$ cat src/tmc_consts.vh
// constants for the timer mode-control block
`ifndef TMC_CONSTS_VH
`define TMC_CONSTS_VH
`define TMC_CLS_FREE 2'h0
`define TMC_CLS_ONESHOT 2'h1
`define TMC_CLS_MONO 2'h2
`define TMC_CLS_RSVD 2'h3
`define TMC_SUB_000 3'h0
`define TMC_SUB_001 3'h1
`define TMC_SUB_010 3'h2
`define TMC_SUB_011 3'h3
`define TMC_SUB_100 3'h4
`define TMC_SUB_101 3'h5
`define TMC_SUB_110 3'h6
`define TMC_SUB_111 3'h7
`define TMC_EDGE_RISE 2'h1
`define TMC_EDGE_FALL 2'h2
`define TMC_EDGE_ANY 2'h3
`define TMC_CNT_RST 8'h00
`define TMC_PER_RST 8'hFF
`endif

$ cat src/tmc_timer_mode.v
// mode-control logic and counter of an 8-bit period timer
//
// Contract
// - mode[4:3]: 00 free-running, 01 one shot, 11 reserved.
// - in debug mode external trigger/reset edges are ignored and its level is held.
// - free 000: count while enabled, external signal unused.
// - free 001/010: count while enabled and signal high/low.
// - free 011/100/101: run while enabled; any/rise/fall edge resets.
// - free 110/111: low/high level holds counter reset.
// - one shot 000: start on enable; stop on disable or after match.
// - one shot 001/010/011: start on rise/fall/any edge once enabled.
// - one shot 100/101: rise/fall edge starts, later same edges reset.
// - one shot 110/111: rise/fall starts, low/high level resets.
// - monostable 001/010/011: edge start, stop at zero, enable kept.
// - level one shot 110/111: high/low starts, opposite level resets.
// - edge modes need a fresh edge after enable was cleared.
// - one shot: clock after match clears enable, count stops at zero.
// - external signal chosen by a per-timer source-select input.
`timescale 1ns/10ps
`default_nettype none
`include "tmc_consts.vh"
module tmc_timer_mode #(
  parameter SRC_W = 4,
  parameter CNT_W = 8
) (
  input wire core_clk_i,
  input wire rst_n_i,
  input wire [4:0] mode_i,
  input wire enable_set_i,
  input wire enable_clr_i,
  input wire [CNT_W-1:0] period_value_i,
  input wire [(1<<SRC_W)-1:0] ext_sources_i,
  input wire [SRC_W-1:0] ext_reset_source_select_i,
  input wire debug_i,
  output reg [CNT_W-1:0] count_value_o,
  output reg enable_o,
  output reg running_o,
  output reg match_o
);
  wire ext_trigger_reset_in;
  wire ers_rise;
  wire ers_fall;
  wire ers_lvl;
  reg [CNT_W-1:0] cnt_d;
  reg en_d;
  reg armed_q;
  reg armed_d;
  reg run;
  reg hold_rst;
  reg trig;
  reg edge_rst;
  reg one_shot;
  reg edge_start;
  wire [1:0] cls;
  wire [2:0] sub;
  wire en_now;
  wire at_match;
  wire rsvd;
  reg go;
  reg run_nxt;
  reg match_nxt;

  assign cls = mode_i[4:3];
  assign sub = mode_i[2:0];
  assign ext_trigger_reset_in =
    ext_sources_i[ext_reset_source_select_i];

  tmc_edge_det u_edge (
    .core_clk_i(core_clk_i),
    .rst_n_i(rst_n_i),
    .sig_i(ext_trigger_reset_in),
    .freeze_i(debug_i),
    .rise_o(ers_rise),
    .fall_o(ers_fall),
    .level_o(ers_lvl)
  );

  // software set (enable_set_i) beats the software clear (enable_clr_i) of the same cycle
  assign en_now = (enable_o && !enable_clr_i) || enable_set_i;
  assign at_match = (count_value_o == period_value_i);

  function edge_sel;
    input [1:0] kind;
    input r;
    input f;
    begin
      case (kind)
        `TMC_EDGE_RISE: edge_sel = r;
        `TMC_EDGE_FALL: edge_sel = f;
        `TMC_EDGE_ANY: edge_sel = r | f;
        default: edge_sel = 1'b0;
      endcase
    end
  endfunction

  // reserved codes never let the counter move, even if a start was
  // left armed by the mode used before
  function mode_rsvd;
    input [1:0] c;
    input [2:0] s;
    begin
      if (c == `TMC_CLS_RSVD) begin
        mode_rsvd = 1'b1;
      end else if (c == `TMC_CLS_MONO && s == `TMC_SUB_000) begin
        mode_rsvd = 1'b1;
      end else if (c == `TMC_CLS_MONO && s == `TMC_SUB_100) begin
        mode_rsvd = 1'b1;
      end else if (c == `TMC_CLS_MONO && s == `TMC_SUB_101) begin
        mode_rsvd = 1'b1;
      end else begin
        mode_rsvd = 1'b0;
      end
    end
  endfunction

  assign rsvd = mode_rsvd(cls, sub);

  always @* begin
    run = 1'b0;
    hold_rst = 1'b0;
    trig = 1'b0;
    edge_rst = 1'b0;
    one_shot = 1'b0;
    edge_start = 1'b0;
    case (cls)
      `TMC_CLS_FREE: begin
        case (sub)
          `TMC_SUB_000: run = en_now;
          `TMC_SUB_001: run = en_now && ers_lvl;
          `TMC_SUB_010: run = en_now && !ers_lvl;
          `TMC_SUB_011: edge_rst = ers_rise | ers_fall;
          `TMC_SUB_100: edge_rst = ers_rise;
          `TMC_SUB_101: edge_rst = ers_fall;
          `TMC_SUB_110: hold_rst = !ers_lvl;
          default: hold_rst = ers_lvl;
        endcase
        if (sub >= `TMC_SUB_011) begin
          run = en_now && !hold_rst;
        end
      end
      `TMC_CLS_ONESHOT: begin
        one_shot = 1'b1;
        case (sub)
          `TMC_SUB_000: trig = 1'b1;
          `TMC_SUB_001: begin
            edge_start = 1'b1;
            trig = edge_sel(`TMC_EDGE_RISE, ers_rise, ers_fall);
          end
          `TMC_SUB_010: begin
            edge_start = 1'b1;
            trig = edge_sel(`TMC_EDGE_FALL, ers_rise, ers_fall);
          end
          `TMC_SUB_011: begin
            edge_start = 1'b1;
            trig = edge_sel(`TMC_EDGE_ANY, ers_rise, ers_fall);
          end
          `TMC_SUB_100: begin
            edge_start = 1'b1;
            trig = ers_rise;
            edge_rst = armed_q && ers_rise;
          end
          `TMC_SUB_101: begin
            edge_start = 1'b1;
            trig = ers_fall;
            edge_rst = armed_q && ers_fall;
          end
          `TMC_SUB_110: begin
            edge_start = 1'b1;
            trig = ers_rise;
            hold_rst = armed_q && !ers_lvl;
          end
          default: begin
            edge_start = 1'b1;
            trig = ers_fall;
            hold_rst = armed_q && ers_lvl;
          end
        endcase
      end
      `TMC_CLS_MONO: begin
        case (sub)
          `TMC_SUB_001: begin
            edge_start = 1'b1;
            trig = edge_sel(`TMC_EDGE_RISE, ers_rise, ers_fall);
          end
          `TMC_SUB_010: begin
            edge_start = 1'b1;
            trig = edge_sel(`TMC_EDGE_FALL, ers_rise, ers_fall);
          end
          `TMC_SUB_011: begin
            edge_start = 1'b1;
            trig = edge_sel(`TMC_EDGE_ANY, ers_rise, ers_fall);
          end
          `TMC_SUB_110: begin
            one_shot = 1'b1;
            trig = ers_lvl;
            hold_rst = !ers_lvl;
          end
          `TMC_SUB_111: begin
            one_shot = 1'b1;
            trig = !ers_lvl;
            hold_rst = ers_lvl;
          end
          default: trig = 1'b0;
        endcase
      end
      default: trig = 1'b0;
    endcase
  end

  // final go decision; started classes count only once armed, except one shot 000
  always @* begin
    go = run;
    if (cls != `TMC_CLS_FREE) begin
      go = armed_q && en_now && !hold_rst;
      if (cls == `TMC_CLS_ONESHOT && !edge_start) begin
        go = en_now;
      end
    end
    if (rsvd) begin
      go = 1'b0;
    end
  end

  // armed once started; a cleared enable disarms so a new edge is needed
  always @* begin
    armed_d = armed_q;
    if (cls == `TMC_CLS_FREE) begin
      armed_d = 1'b0;
    end else if (!en_now) begin
      armed_d = 1'b0;
    end else if (trig && !armed_q) begin
      armed_d = 1'b1;
    end
    if (go && at_match && !hold_rst && !edge_rst) begin
      armed_d = 1'b0;
    end
  end

  always @* begin
    cnt_d = count_value_o;
    en_d = en_now;
    if (hold_rst || edge_rst) begin
      cnt_d = `TMC_CNT_RST;
    end else if (go) begin
      if (at_match) begin
        cnt_d = `TMC_CNT_RST;
        if (one_shot) begin
          // a software set in the completing cycle beats the hardware clear
          en_d = enable_set_i;
        end
      end else begin
        cnt_d = count_value_o + {{(CNT_W-1){1'b0}}, 1'b1};
      end
    end
  end

  always @* begin
    run_nxt = go && !hold_rst;
    match_nxt = go && at_match;
  end

  always @(posedge core_clk_i or negedge rst_n_i) begin
    if (!rst_n_i) begin
      count_value_o <= `TMC_CNT_RST;
      enable_o <= 1'b0;
      armed_q <= 1'b0;
    end else begin
      count_value_o <= cnt_d;
      enable_o <= en_d;
      armed_q <= armed_d;
    end
  end

  // status flags describe the cycle that has just ended
  always @(posedge core_clk_i or negedge rst_n_i) begin
    if (!rst_n_i) begin
      running_o <= 1'b0;
      match_o <= 1'b0;
    end else begin
      running_o <= run_nxt;
      match_o <= match_nxt;
    end
  end
endmodule // tmc_timer_mode
`default_nettype wire

$ cat src/tmc_edge_det.v
// edge detector for the external trigger/reset input
`timescale 1ns/10ps
`default_nettype none
module tmc_edge_det (
  input wire core_clk_i,
  input wire rst_n_i,
  input wire sig_i,
  input wire freeze_i,
  output wire rise_o,
  output wire fall_o,
  output wire level_o
);
  reg prev_q;
  reg level_q;
  // edge history keeps tracking in debug, so a change made there
  // cannot turn into a false edge once debug ends
  always @(posedge core_clk_i or negedge rst_n_i) begin
    if (!rst_n_i) begin
      prev_q <= 1'b0;
      level_q <= 1'b0;
    end else begin
      prev_q <= sig_i;
      if (!freeze_i) begin
        level_q <= sig_i;
      end
    end
  end
  assign rise_o = !freeze_i && sig_i && !prev_q;
  assign fall_o = !freeze_i && !sig_i && prev_q;
  assign level_o = freeze_i ? level_q : sig_i;
endmodule // tmc_edge_det
`default_nettype wire

$ cat config.mk
export PLATFORM = sky130hd
export DESIGN_NAME = tmc_timer_mode
export DESIGN_NICKNAME = d
export VERILOG_FILES = /design/src/tmc_timer_mode.v /design/src/tmc_edge_det.v
export VERILOG_INCLUDE_DIRS = /design/src
export SDC_FILE = /design/constraint.sdc
export NUM_CORES = 1
export LEC_CHECK = 0
export ABC_AREA = 1
export BUFFER_PORTS_ARGS = -buffer_cell sky130_fd_sc_hd__buf_2
export CAP_MARGIN = 20
export CELL_PAD_IN_SITES_DETAIL_PLACEMENT = 1
export CELL_PAD_IN_SITES_GLOBAL_PLACEMENT = 1
export CORE_MARGIN = 2
export CORE_UTILIZATION = 39
export DETAILED_ROUTE_END_ITERATION = 8
export PLACE_DENSITY_LB_ADDON = 0.08
export SKIP_CTS_REPAIR_TIMING = 1
export SLEW_MARGIN = 15
export SYNTH_ARGS = -nofsm -noshare
export SYNTH_HDL_FRONTEND = slang
export SYNTH_SLANG_ARGS = --single-unit
$ cat constraint.sdc
create_clock -name core_clk_i -period 5.3 [get_ports core_clk_i]
set_input_delay 1.06 -clock core_clk_i [delete_from_list [all_inputs] [get_ports core_clk_i]]
set_output_delay 1.06 -clock core_clk_i [all_outputs]
set_load 0.005 [all_outputs]
==> flow_summary.ini, run 1 <==
[worst_setup_path]
critPathMaxFanout = 12
crit_arrival_ps = 3500
r2r_end = count_value_o[1]
r2r_start = u_edge.level_q
setup.worst_path.end = count_value_o[1]
criticalPathCategory = in -> reg
endpoint_kind = flop
reg2reg_slack_ps = 3110
worstSetupStartpoint = ext_reset_source_select_i[0]
cp-start-kind = input pin
critPathRequiredTime_ps = 5490
rr_worst_depth = 14

[power_and_ir_drop]
vdd_drop_max_v = 0.00008645
finalPower_mw = 0.4461
power_per_cell_area_nw_per_um2 = 229.0
power.leakage_nw = 1.074

[timing]
fmax_mhz = 302.0
setup_viol = 0
tightest_slew_ps = 435.9
finalSetupTns_ps = 0
grt_setup_unrepaired = false
fin_skew_ps = 1.410
period_share_pct = 62.47
timing.slew.headroom_pct = 70.72
slew_violations = 0
hold_viol = 0
min_period_ps = 3311

[min_path]
hold_path_class = reg -> reg

[placement]
dp.cells = 336
dp.final_hpwl_um = 3443
gp_congestion = 0.8801
port-buffer-count = 48

[clock_tree]
path_clk_slew_ps = 60
htree_num_levels = 1
clk_root_buffer_cell = clkbuf_8
worstSkewPairLatency_ps = 250
clock_path_buffers = 2
cts.sinks = 14
numCtsBuffers = 3
cts_tree = done

[route]
initialDrtViolationCount = 82
drt_wl_total_um = 4185
drt-pass1-iter-count = 3
viasPerCell = 4.953
wl_per_cell_um = 12.31
ant_nets = 0
dr_total_vias = 1684
drc = 0

[global_route]
grt_pass1_wl_um = 7410
grt.total_usage_pct = 20.50
overflow = 0
grt_pass1_vias = 1693
antenna_found_initial = 0
grt_start_max_net_pins = 15

[floorplanning]
num_rows = 23
die_area_um2 = 4734
pin_count = 49
chipHeight_um = 68.81
initial_core_util_pct = 40.65
core_um2 = 4029
die_w_um = 68.81

[logic_synthesis]
synth_area_per_cell_um2 = 6.768
synth_edf_count = 0
ys_seq_area_share_pct = 21.39
synth_seq_cells = 14
ys.flop_type = dfrtp_1
synth_warnings = 0
synth_nets = 286
async_flop_share_pct = 100.0
ys_types = 38
synth_cells = 242
syn_area_um2 = 1638

[status]
status = finished clean

[layout]
drive_above_1_share_pct = 33.79
layoutNonFillerInstCount = 340
syn_to_final_growth_pct = 18.95
antenna_cells = 0
nNetsFinal = 335

[job]
maxCapViolCount = 0
==> cells in the final DEF (no fill, tap or decap), drive strengths merged <==
cell type  instances
nor4               2
o21a               1
nor2              16
xor2               2
buf               48
o2111ai            1
nand3b             2
a31oi              1
o21ai              9
nand2             68
or2                9
and3               1
inv               45
dfrtp             14
nor3               7
a311oi             1
o211ai             1
xnor2              1
clkbuf             4
o31ai              1
ha                 6
a21oi              6
nand3             39
nand4              5
==> worst max-delay path, cell delays in order <==
cell and delay (ps):
buf_2 220, inv_8 60, nand2_1 70, nand3_1 70
nand3_1 110, nand3_2 90, nand2_4 110, nand2_8 70
nand2_4 80, inv_1 60, ha_1 190, or2_2 300
nand3_1 100, nand3_2 80, nand2_2 80, nand2_1 60
nand2_2 70, nand2_2 200, inv_2 230, nand3_1 100
nand2_1 80
==> Yosys cell counts (2+ instances only) <==
cell / n / area, µm²
a21oi_1: 5 / 25.02
buf_6: 2 / 22.52
dfrtp_1: 14 / 350.3
ha_1: 6 / 75.07
inv_1: 42 / 157.7
nand2_1: 57 / 214.0
nand2_2: 8 / 50.05
nand2_4: 2 / 22.52
nand3_1: 23 / 115.1
nand3_2: 16 / 160.2
nand3b_1: 2 / 15.01
nand4_1: 5 / 31.28
nor2_1: 13 / 48.80
nor2_2: 2 / 12.51
nor3_1: 6 / 30.03
o21ai_0: 8 / 40.04
or2_2: 9 / 56.30
xor2_1: 2 / 17.52
==> layout make-up <==
type                            instances  area, µm²
Tap cell                               50      62.56
Fill cell                             580       2081
Sequential cell                        14      350.3
Inverter                               45      178.9
Timing Repair Buffer                   48      240.2
Clock buffer                            4      55.05
Multi-Input combinational cell        179       1061
==> sequential cells by signal, indices dropped and copies added (netlist names) <==
register / cells
count_value_o: 8
u_edge.prev_q: 1
match_o: 1
u_edge.level_q: 1
running_o: 1
enable_o: 1
armed_q: 1
==> power by group <==
part	total, mW	switching (mW)	leakage [nW]	internal, mW
logic	0.185	0.108	0.860	0.0771
clock network	0.106	0.0401	0.0288	0.0659
registers	0.155	0.0289	0.185	0.127
total	0.446	0.177	1.07	0.270
==> how the worst min path moves through the flow <==
stage                  endpoint  cells after the start        startpoint
2_1_floorplan  count_value_o[5]                      2  count_value_o[5]
3_3_place_gp   count_value_o[1]                      2  count_value_o[1]
3_5_place_dp   count_value_o[5]                      2  count_value_o[5]
4_1_cts        count_value_o[5]                      2  count_value_o[5]
5_1_grt        count_value_o[5]                      2  count_value_o[5]
6_report       count_value_o[5]                      2  count_value_o[5]
==> logic make-up (layout without fill, tap and decap cells) <==
| logic type | count (synthesis) | in the layout | share of synthesized area, % |
|---|---|---|---|
| and+or+nand+nor | 149 | 149 | 50.73 |
| buffers and inverters | 49 | 97 | 13.83 |
| AOI/OAI and AO/OA | 21 | 21 | 7.870 |
| DFF | 14 | 14 | 21.39 |
| adders and majority gates | 6 | 6 | 4.584 |
| xor gates and xnor gates | 3 | 3 | 1.605 |
==> metal layers <==
layer  up-vias  share of wire (%)  track usage (%)
li1        871                  -                -
met1       774                 46            25.42
met2        32                 49            36.42
met3         7                3.0            2.760
met4         0                1.9            6.618
met5         -                  0                0
==> through the flow <==
stage	util (%)	cell area, µm²	setup slack [ps]	hold slack, ps
final	48.35	1948	1989	584.0
after global routing	48.35	1948	1702	611.3
after CTS	48.35	1948	1964	585.9
after detailed placement	46.99	1893	1707	570.1
after global placement	46.99	1893	1807	578.9
after floorplan	-	1638	2198	543.9
No activity file was read; power rests on OpenSTA's default activity.
==> run 2: changes to the inputs <==
--- a/config.mk
+++ b/config.mk
@@ -12,7 +12,7 @@
 export CELL_PAD_IN_SITES_DETAIL_PLACEMENT = 1
 export CELL_PAD_IN_SITES_GLOBAL_PLACEMENT = 1
 export CORE_MARGIN = 2
-export CORE_UTILIZATION = 39
+export CORE_UTILIZATION = 32
 export DETAILED_ROUTE_END_ITERATION = 8
 export PLACE_DENSITY_LB_ADDON = 0.08
 export SKIP_CTS_REPAIR_TIMING = 1
==> constraint.sdc (replaced) <==
create_clock -name core_clk_i -period 2.8 [get_ports core_clk_i]
set_input_delay 0.56 -clock core_clk_i [delete_from_list [all_inputs] [get_ports core_clk_i]]
set_output_delay 0.56 -clock core_clk_i [all_outputs]
set_load 0.005 [all_outputs]
==> flow_summary.ini, run 2 (synthesis results as in run 1) <==
[floorplanning]
pin_count = 49
die_w_um = 75.54
chipHeight_um = 75.54
initial_core_util_pct = 32.69
num_rows = 26
die_area_um2 = 5706
core_um2 = 5010

[timing]
hold_viol = 0
slew_violations = 0
fmax_mhz = 393.4
tightest_slew_ps = 414.3
grt_setup_unrepaired = false
setup_viol = 0
fin_ws_ps = 257.9
timing.slew.headroom_pct = 72.09
period_share_pct = 90.79
fin_skew_ps = 0.7719
min_period_ps = 2542

[route]
dr_total_vias = 1671
drc = 0
viasPerCell = 4.591
drt-pass1-iter-count = 4
initialDrtViolationCount = 43
wl_per_cell_um = 11.44
ant_nets = 0
drt_wl_total_um = 4165

[worst_setup_path]
cp-start-kind = input pin
max_stage_delay_ps = 300
critPathRequiredTime_ps = 2930
critPathMaxFanout = 9
crit_arrival_ps = 2680
cp_slowest_cell = or2_2
reg2reg_slack_ps = 820
criticalPathCategory = in -> reg
rr_worst_depth = 14
crit_family = simple AND/OR/NAND/NOR gates
r2r_start = u_edge.level_q
r2r_end = count_value_o[7]
worstSetupStartpoint = ext_reset_source_select_i[0]
endpoint_kind = flop
worstPathCellList = buf_2, inv_8, nand2_1, nand3_1, nand3_1, nand3_2, nand2_4, nand2_8, nand2_4, inv_1, ha_1, or2_2, nand3_1, nand3_2, nand2_2, nand2_1, nand2_2, nand2_2, buf_12, nand3_2, nand2_1
cp_num_buf_inv = 4

[clock_tree]
cts_tree = done
path_clk_slew_ps = 60
htree_num_levels = 1
clock_path_buffers = 2
numCtsBuffers = 3
clk_root_buffer_cell = clkbuf_8
worstSkewPairLatency_ps = 250
cts.sinks = 14

[power_and_ir_drop]
vdd_drop_max_v = 0.0001627
power_per_cell_area_nw_per_um2 = 406.4
power.leakage_nw = 1.097

[layout]
nNetsFinal = 340
fin_util_pct = 40.11
drive_above_1_share_pct = 34.69
mostFrequentLayoutCells = nand2_1 (57), buf_2 (48), inv_1 (42)
final_common_cell = nand2_1
largest_reg_flops = 8
syn_to_final_growth_pct = 22.69
regMostFlops = count_value_o
n_fill_cell = 691
antenna_cells = 0

[placement]
port-buffer-count = 48
dp.final_hpwl_um = 3617
gp_congestion = 0.8459
place_ws_ps = -38.15

[global_route]
grt.total_usage_pct = 15.75
antenna_found_initial = 0
grt_pass1_wl_um = 7031
grt_start_max_net_pins = 15
overflow = 0
grt_pass1_vias = 1639

[job]
maxCapViolCount = 0

[status]
status = finished clean

[min_path]
hold_path_class = in -> async
run 2: cell count changes in the layout (fill, tap and decap cells not counted):
cell,change
buf_4,+4
buf_12,+1
clkbuf_8,-1
run 2: worst max-delay path by stage:
stage | endpoint | cells past startpoint
after global routing | count_value_o[7] | 21
final | count_value_o[7] | 21
after floorplan | armed_q | 22
after global placement | count_value_o[5] | 21
after CTS | count_value_o[7] | 21
after detailed placement | count_value_o[7] | 21
run 2: final cells by class:
| type | count | area, µm² | share of cell area [%] |
|---|---|---|---|
| inverter | 45 | 178.9 | 8.904 |
| multi-input combinational | 179 | 1061 | 52.80 |
| timing repair buffer | 53 | 290.3 | 14.45 |
| sequential | 14 | 350.3 | 17.43 |
| tap | 70 | 87.58 | 4.359 |
| clock buffer | 3 | 41.29 | 2.055 |
run 2: layer usage:
layer | track usage [%] | share of wire [%] | up-vias
met5 | 0 | 0 | -
met1 | 19.86 | 46 | 756
met3 | 1.984 | 3.6 | 3
li1 | - | - | 883
met2 | 28.89 | 50 | 29
met4 | 2.924 | 0.60 | 0
run 2: through the flow:
step | cells | TNS, ps | instance area (µm²) | total power, mW | hold WS [ps]
2_1_floorplan | 242 | 0 | 1638 | 0.5306 | 264.4
3_3_place_gp | 361 | 0 | 1968 | 0.6532 | 496.8
3_5_place_dp | 361 | -87.85 | 1968 | 0.6592 | 499.6
4_1_cts | 364 | 0 | 2009 | 0.8360 | 228.4
5_1_grt | 364 | 0 | 2009 | 0.8925 | 248.5
6_report | 364 | 0 | 2009 | 0.8167 | 222.0
run 2: power breakdown:
| group | switching, mW | internal (mW) |
|---|---|---|
| logic | 0.201 | 0.158 |
| clock network | 0.0743 | 0.0953 |
| registers | 0.0487 | 0.240 |
==> run 3: changes to the inputs <==
--- a/config.mk
+++ b/config.mk
@@ -11,8 +11,7 @@
 export CAP_MARGIN = 20
 export CELL_PAD_IN_SITES_DETAIL_PLACEMENT = 1
 export CELL_PAD_IN_SITES_GLOBAL_PLACEMENT = 1
-export CORE_MARGIN = 2
-export CORE_UTILIZATION = 32
+export CORE_UTILIZATION = 36
 export DETAILED_ROUTE_END_ITERATION = 8
 export PLACE_DENSITY_LB_ADDON = 0.08
 export SKIP_CTS_REPAIR_TIMING = 1
==> constraint.sdc (replaced) <==
create_clock -name core_clk_i -period 2.5 [get_ports core_clk_i]
set_input_delay 0.5 -clock core_clk_i [delete_from_list [all_inputs] [get_ports core_clk_i]]
set_output_delay 0.5 -clock core_clk_i [all_outputs]
set_load 0.005 [all_outputs]
==> flow_summary.ini, run 3 (synthesis results as in run 1) <==
[status]
status = finished clean

[power_and_ir_drop]
vdd_drop_max_v = 0.0002285
power_frac_comb_pct = 43.3
internal_power_mw = 0.5936
pwr-share-clk_pct = 22.7
p_sw_mw = 0.3739
power.leakage_nw = 1.132
p_seq_share_pct = 33.9
power_per_cell_area_nw_per_um2 = 470.4
switching_share_pct = 38.65

[timing]
fmax_mhz = 430.2
tightest_slew_ps = 459.7
period_share_pct = 92.98
grt_setup_unrepaired = false
hold_slack_ps = 144.2
min_period_ps = 2324
slew_violations = 0
setup_viol = 0
finalSetupTns_ps = 0
hold_viol = 0
fin_skew_ps = 2.567
timing.slew.headroom_pct = 69.03
fin_ws_ps = 175.6

[worst_setup_path]
crit_arrival_ps = 2460
endpoint_kind = flop
reg2reg_slack_ps = 610
cp-start-kind = input pin
criticalPathCategory = in -> reg
crit_family = simple AND/OR/NAND/NOR gates
cp_slowest_cell = or2_4
critPathMaxFanout = 9
cp_num_buf_inv = 4
max_stage_delay_ps = 250
worstPathCellList = buf_6, inv_8, nand2_1, nand3_1, nand3_1, nand3_2, nand2_4, nand2_8, nand2_4, inv_1, ha_1, or2_4, nand3_2, nand3_2, nand2_2, nand2_1, nand2_2, nand2_4, buf_12, nand3_2, nand2_1
critPathRequiredTime_ps = 2640
cpMostUsedCell = nand3_2

[layout]
largest_reg_flops = 8
final_common_cell = nand2_1
mostFrequentLayoutCells = nand2_1 (57), buf_2 (47), inv_1 (41)
n_fill_cell = 608
antenna_cells = 0
nNetsFinal = 344
layoutNonFillerInstCount = 351
design_area_um2 = 2057
regMostFlops = count_value_o
syn_to_final_growth_pct = 25.59
drive_above_1_share_pct = 36.79

[placement]
place_ws_ps = -241.7
gp_congestion = 0.8211
port-buffer-count = 48
place_area_um2 = 1983
dp.final_hpwl_um = 3521
dp.cells = 347

[floorplanning]
chipHeight_um = 69.45
die_area_um2 = 4823
core_um2 = 4354
initial_core_util_pct = 37.61
pin_count = 49
die_w_um = 69.45
num_rows = 24

[clock_tree]
cts.sinks = 14
numCtsBuffers = 3
path_clk_slew_ps = 60
clk_root_buffer_cell = clkbuf_8
clock_path_buffers = 2
worstSkewPairLatency_ps = 240
htree_num_levels = 1
cts_tree = done

[global_route]
grt_pass1_wl_um = 7438
antenna_found_initial = 0
grt.total_usage_pct = 18.85
grt_start_max_net_pins = 15
overflow = 0
met3_usage_pct = 2.616
grt_use_met1_pct = 23.43
grt_use_met2_pct = 32.79
busiest_layer = met2
grt_pass1_vias = 1736

[min_path]
hold_path_class = in -> async

[route]
initialDrtViolationCount = 41
drc = 0
ant_nets = 0
viasPerCell = 4.986
drt_wl_total_um = 4337
dr_total_vias = 1750
wl_per_cell_um = 12.36
drt-pass1-iter-count = 4

[job]
maxCapViolCount = 0
## run 3: cell count changes in the layout (fill, tap and decap cells not counted), sizes merged
cell / delta
buf: +4
clkbuf: +1
## run 3: metrics by stage
| step | total power, mW | util (%) |
|---|---|---|
| finish | 0.9675 | 47.24 |
| global route | 1.050 | 47.24 |
| CTS | 0.9772 | 46.81 |
| detailed placement | 0.7466 | 45.55 |
| global placement | 0.7364 | 45.55 |
| floorplan | 0.5959 | - |
## run 3: worst paths after layout
kind	start	endpoint	cells past startpoint
setup reg to reg	u_edge.level_q	count_value_o[2]	14
hold reg to reg	count_value_o[7]	count_value_o[7]	2
min in group core_clk_i	count_value_o[7]	count_value_o[7]	2
hold / removal	rst_n_i	count_value_o[7]	1
setup / recovery	ext_reset_source_select_i[0]	count_value_o[2]	21
max in group asynchronous	rst_n_i	count_value_o[5]	1
## run 3: layer usage
metal	wire length [µm]	part of all wire, %	vias up
met4	112	2.6	0
met5	0	0	-
li1	-	-	893
met1	1982	46	803
met3	157	3.6	10
met2	2084	48	44
## run 3: power groups by stage
stage | sequential, mW | clock, mW | combinational (mW)
floorplan | 0.318 | 0 | 0.278
global placement | 0.331 | 0 | 0.406
detailed placement | 0.332 | 0 | 0.414
CTS | 0.329 | 0.228 | 0.420
global route | 0.339 | 0.237 | 0.475
finish | 0.328 | 0.220 | 0.419
## run 3: layout make-up
cell class / count / area, µm² / area share, %
clock buffers: 4 / 55.05 / 2.676
inverters: 45 / 181.4 / 8.820
multi-input cells: 179 / 1079 / 52.43
flip-flops and latches: 14 / 350.3 / 17.03
well taps: 52 / 65.06 / 3.163
repair buffers: 57 / 326.6 / 15.88
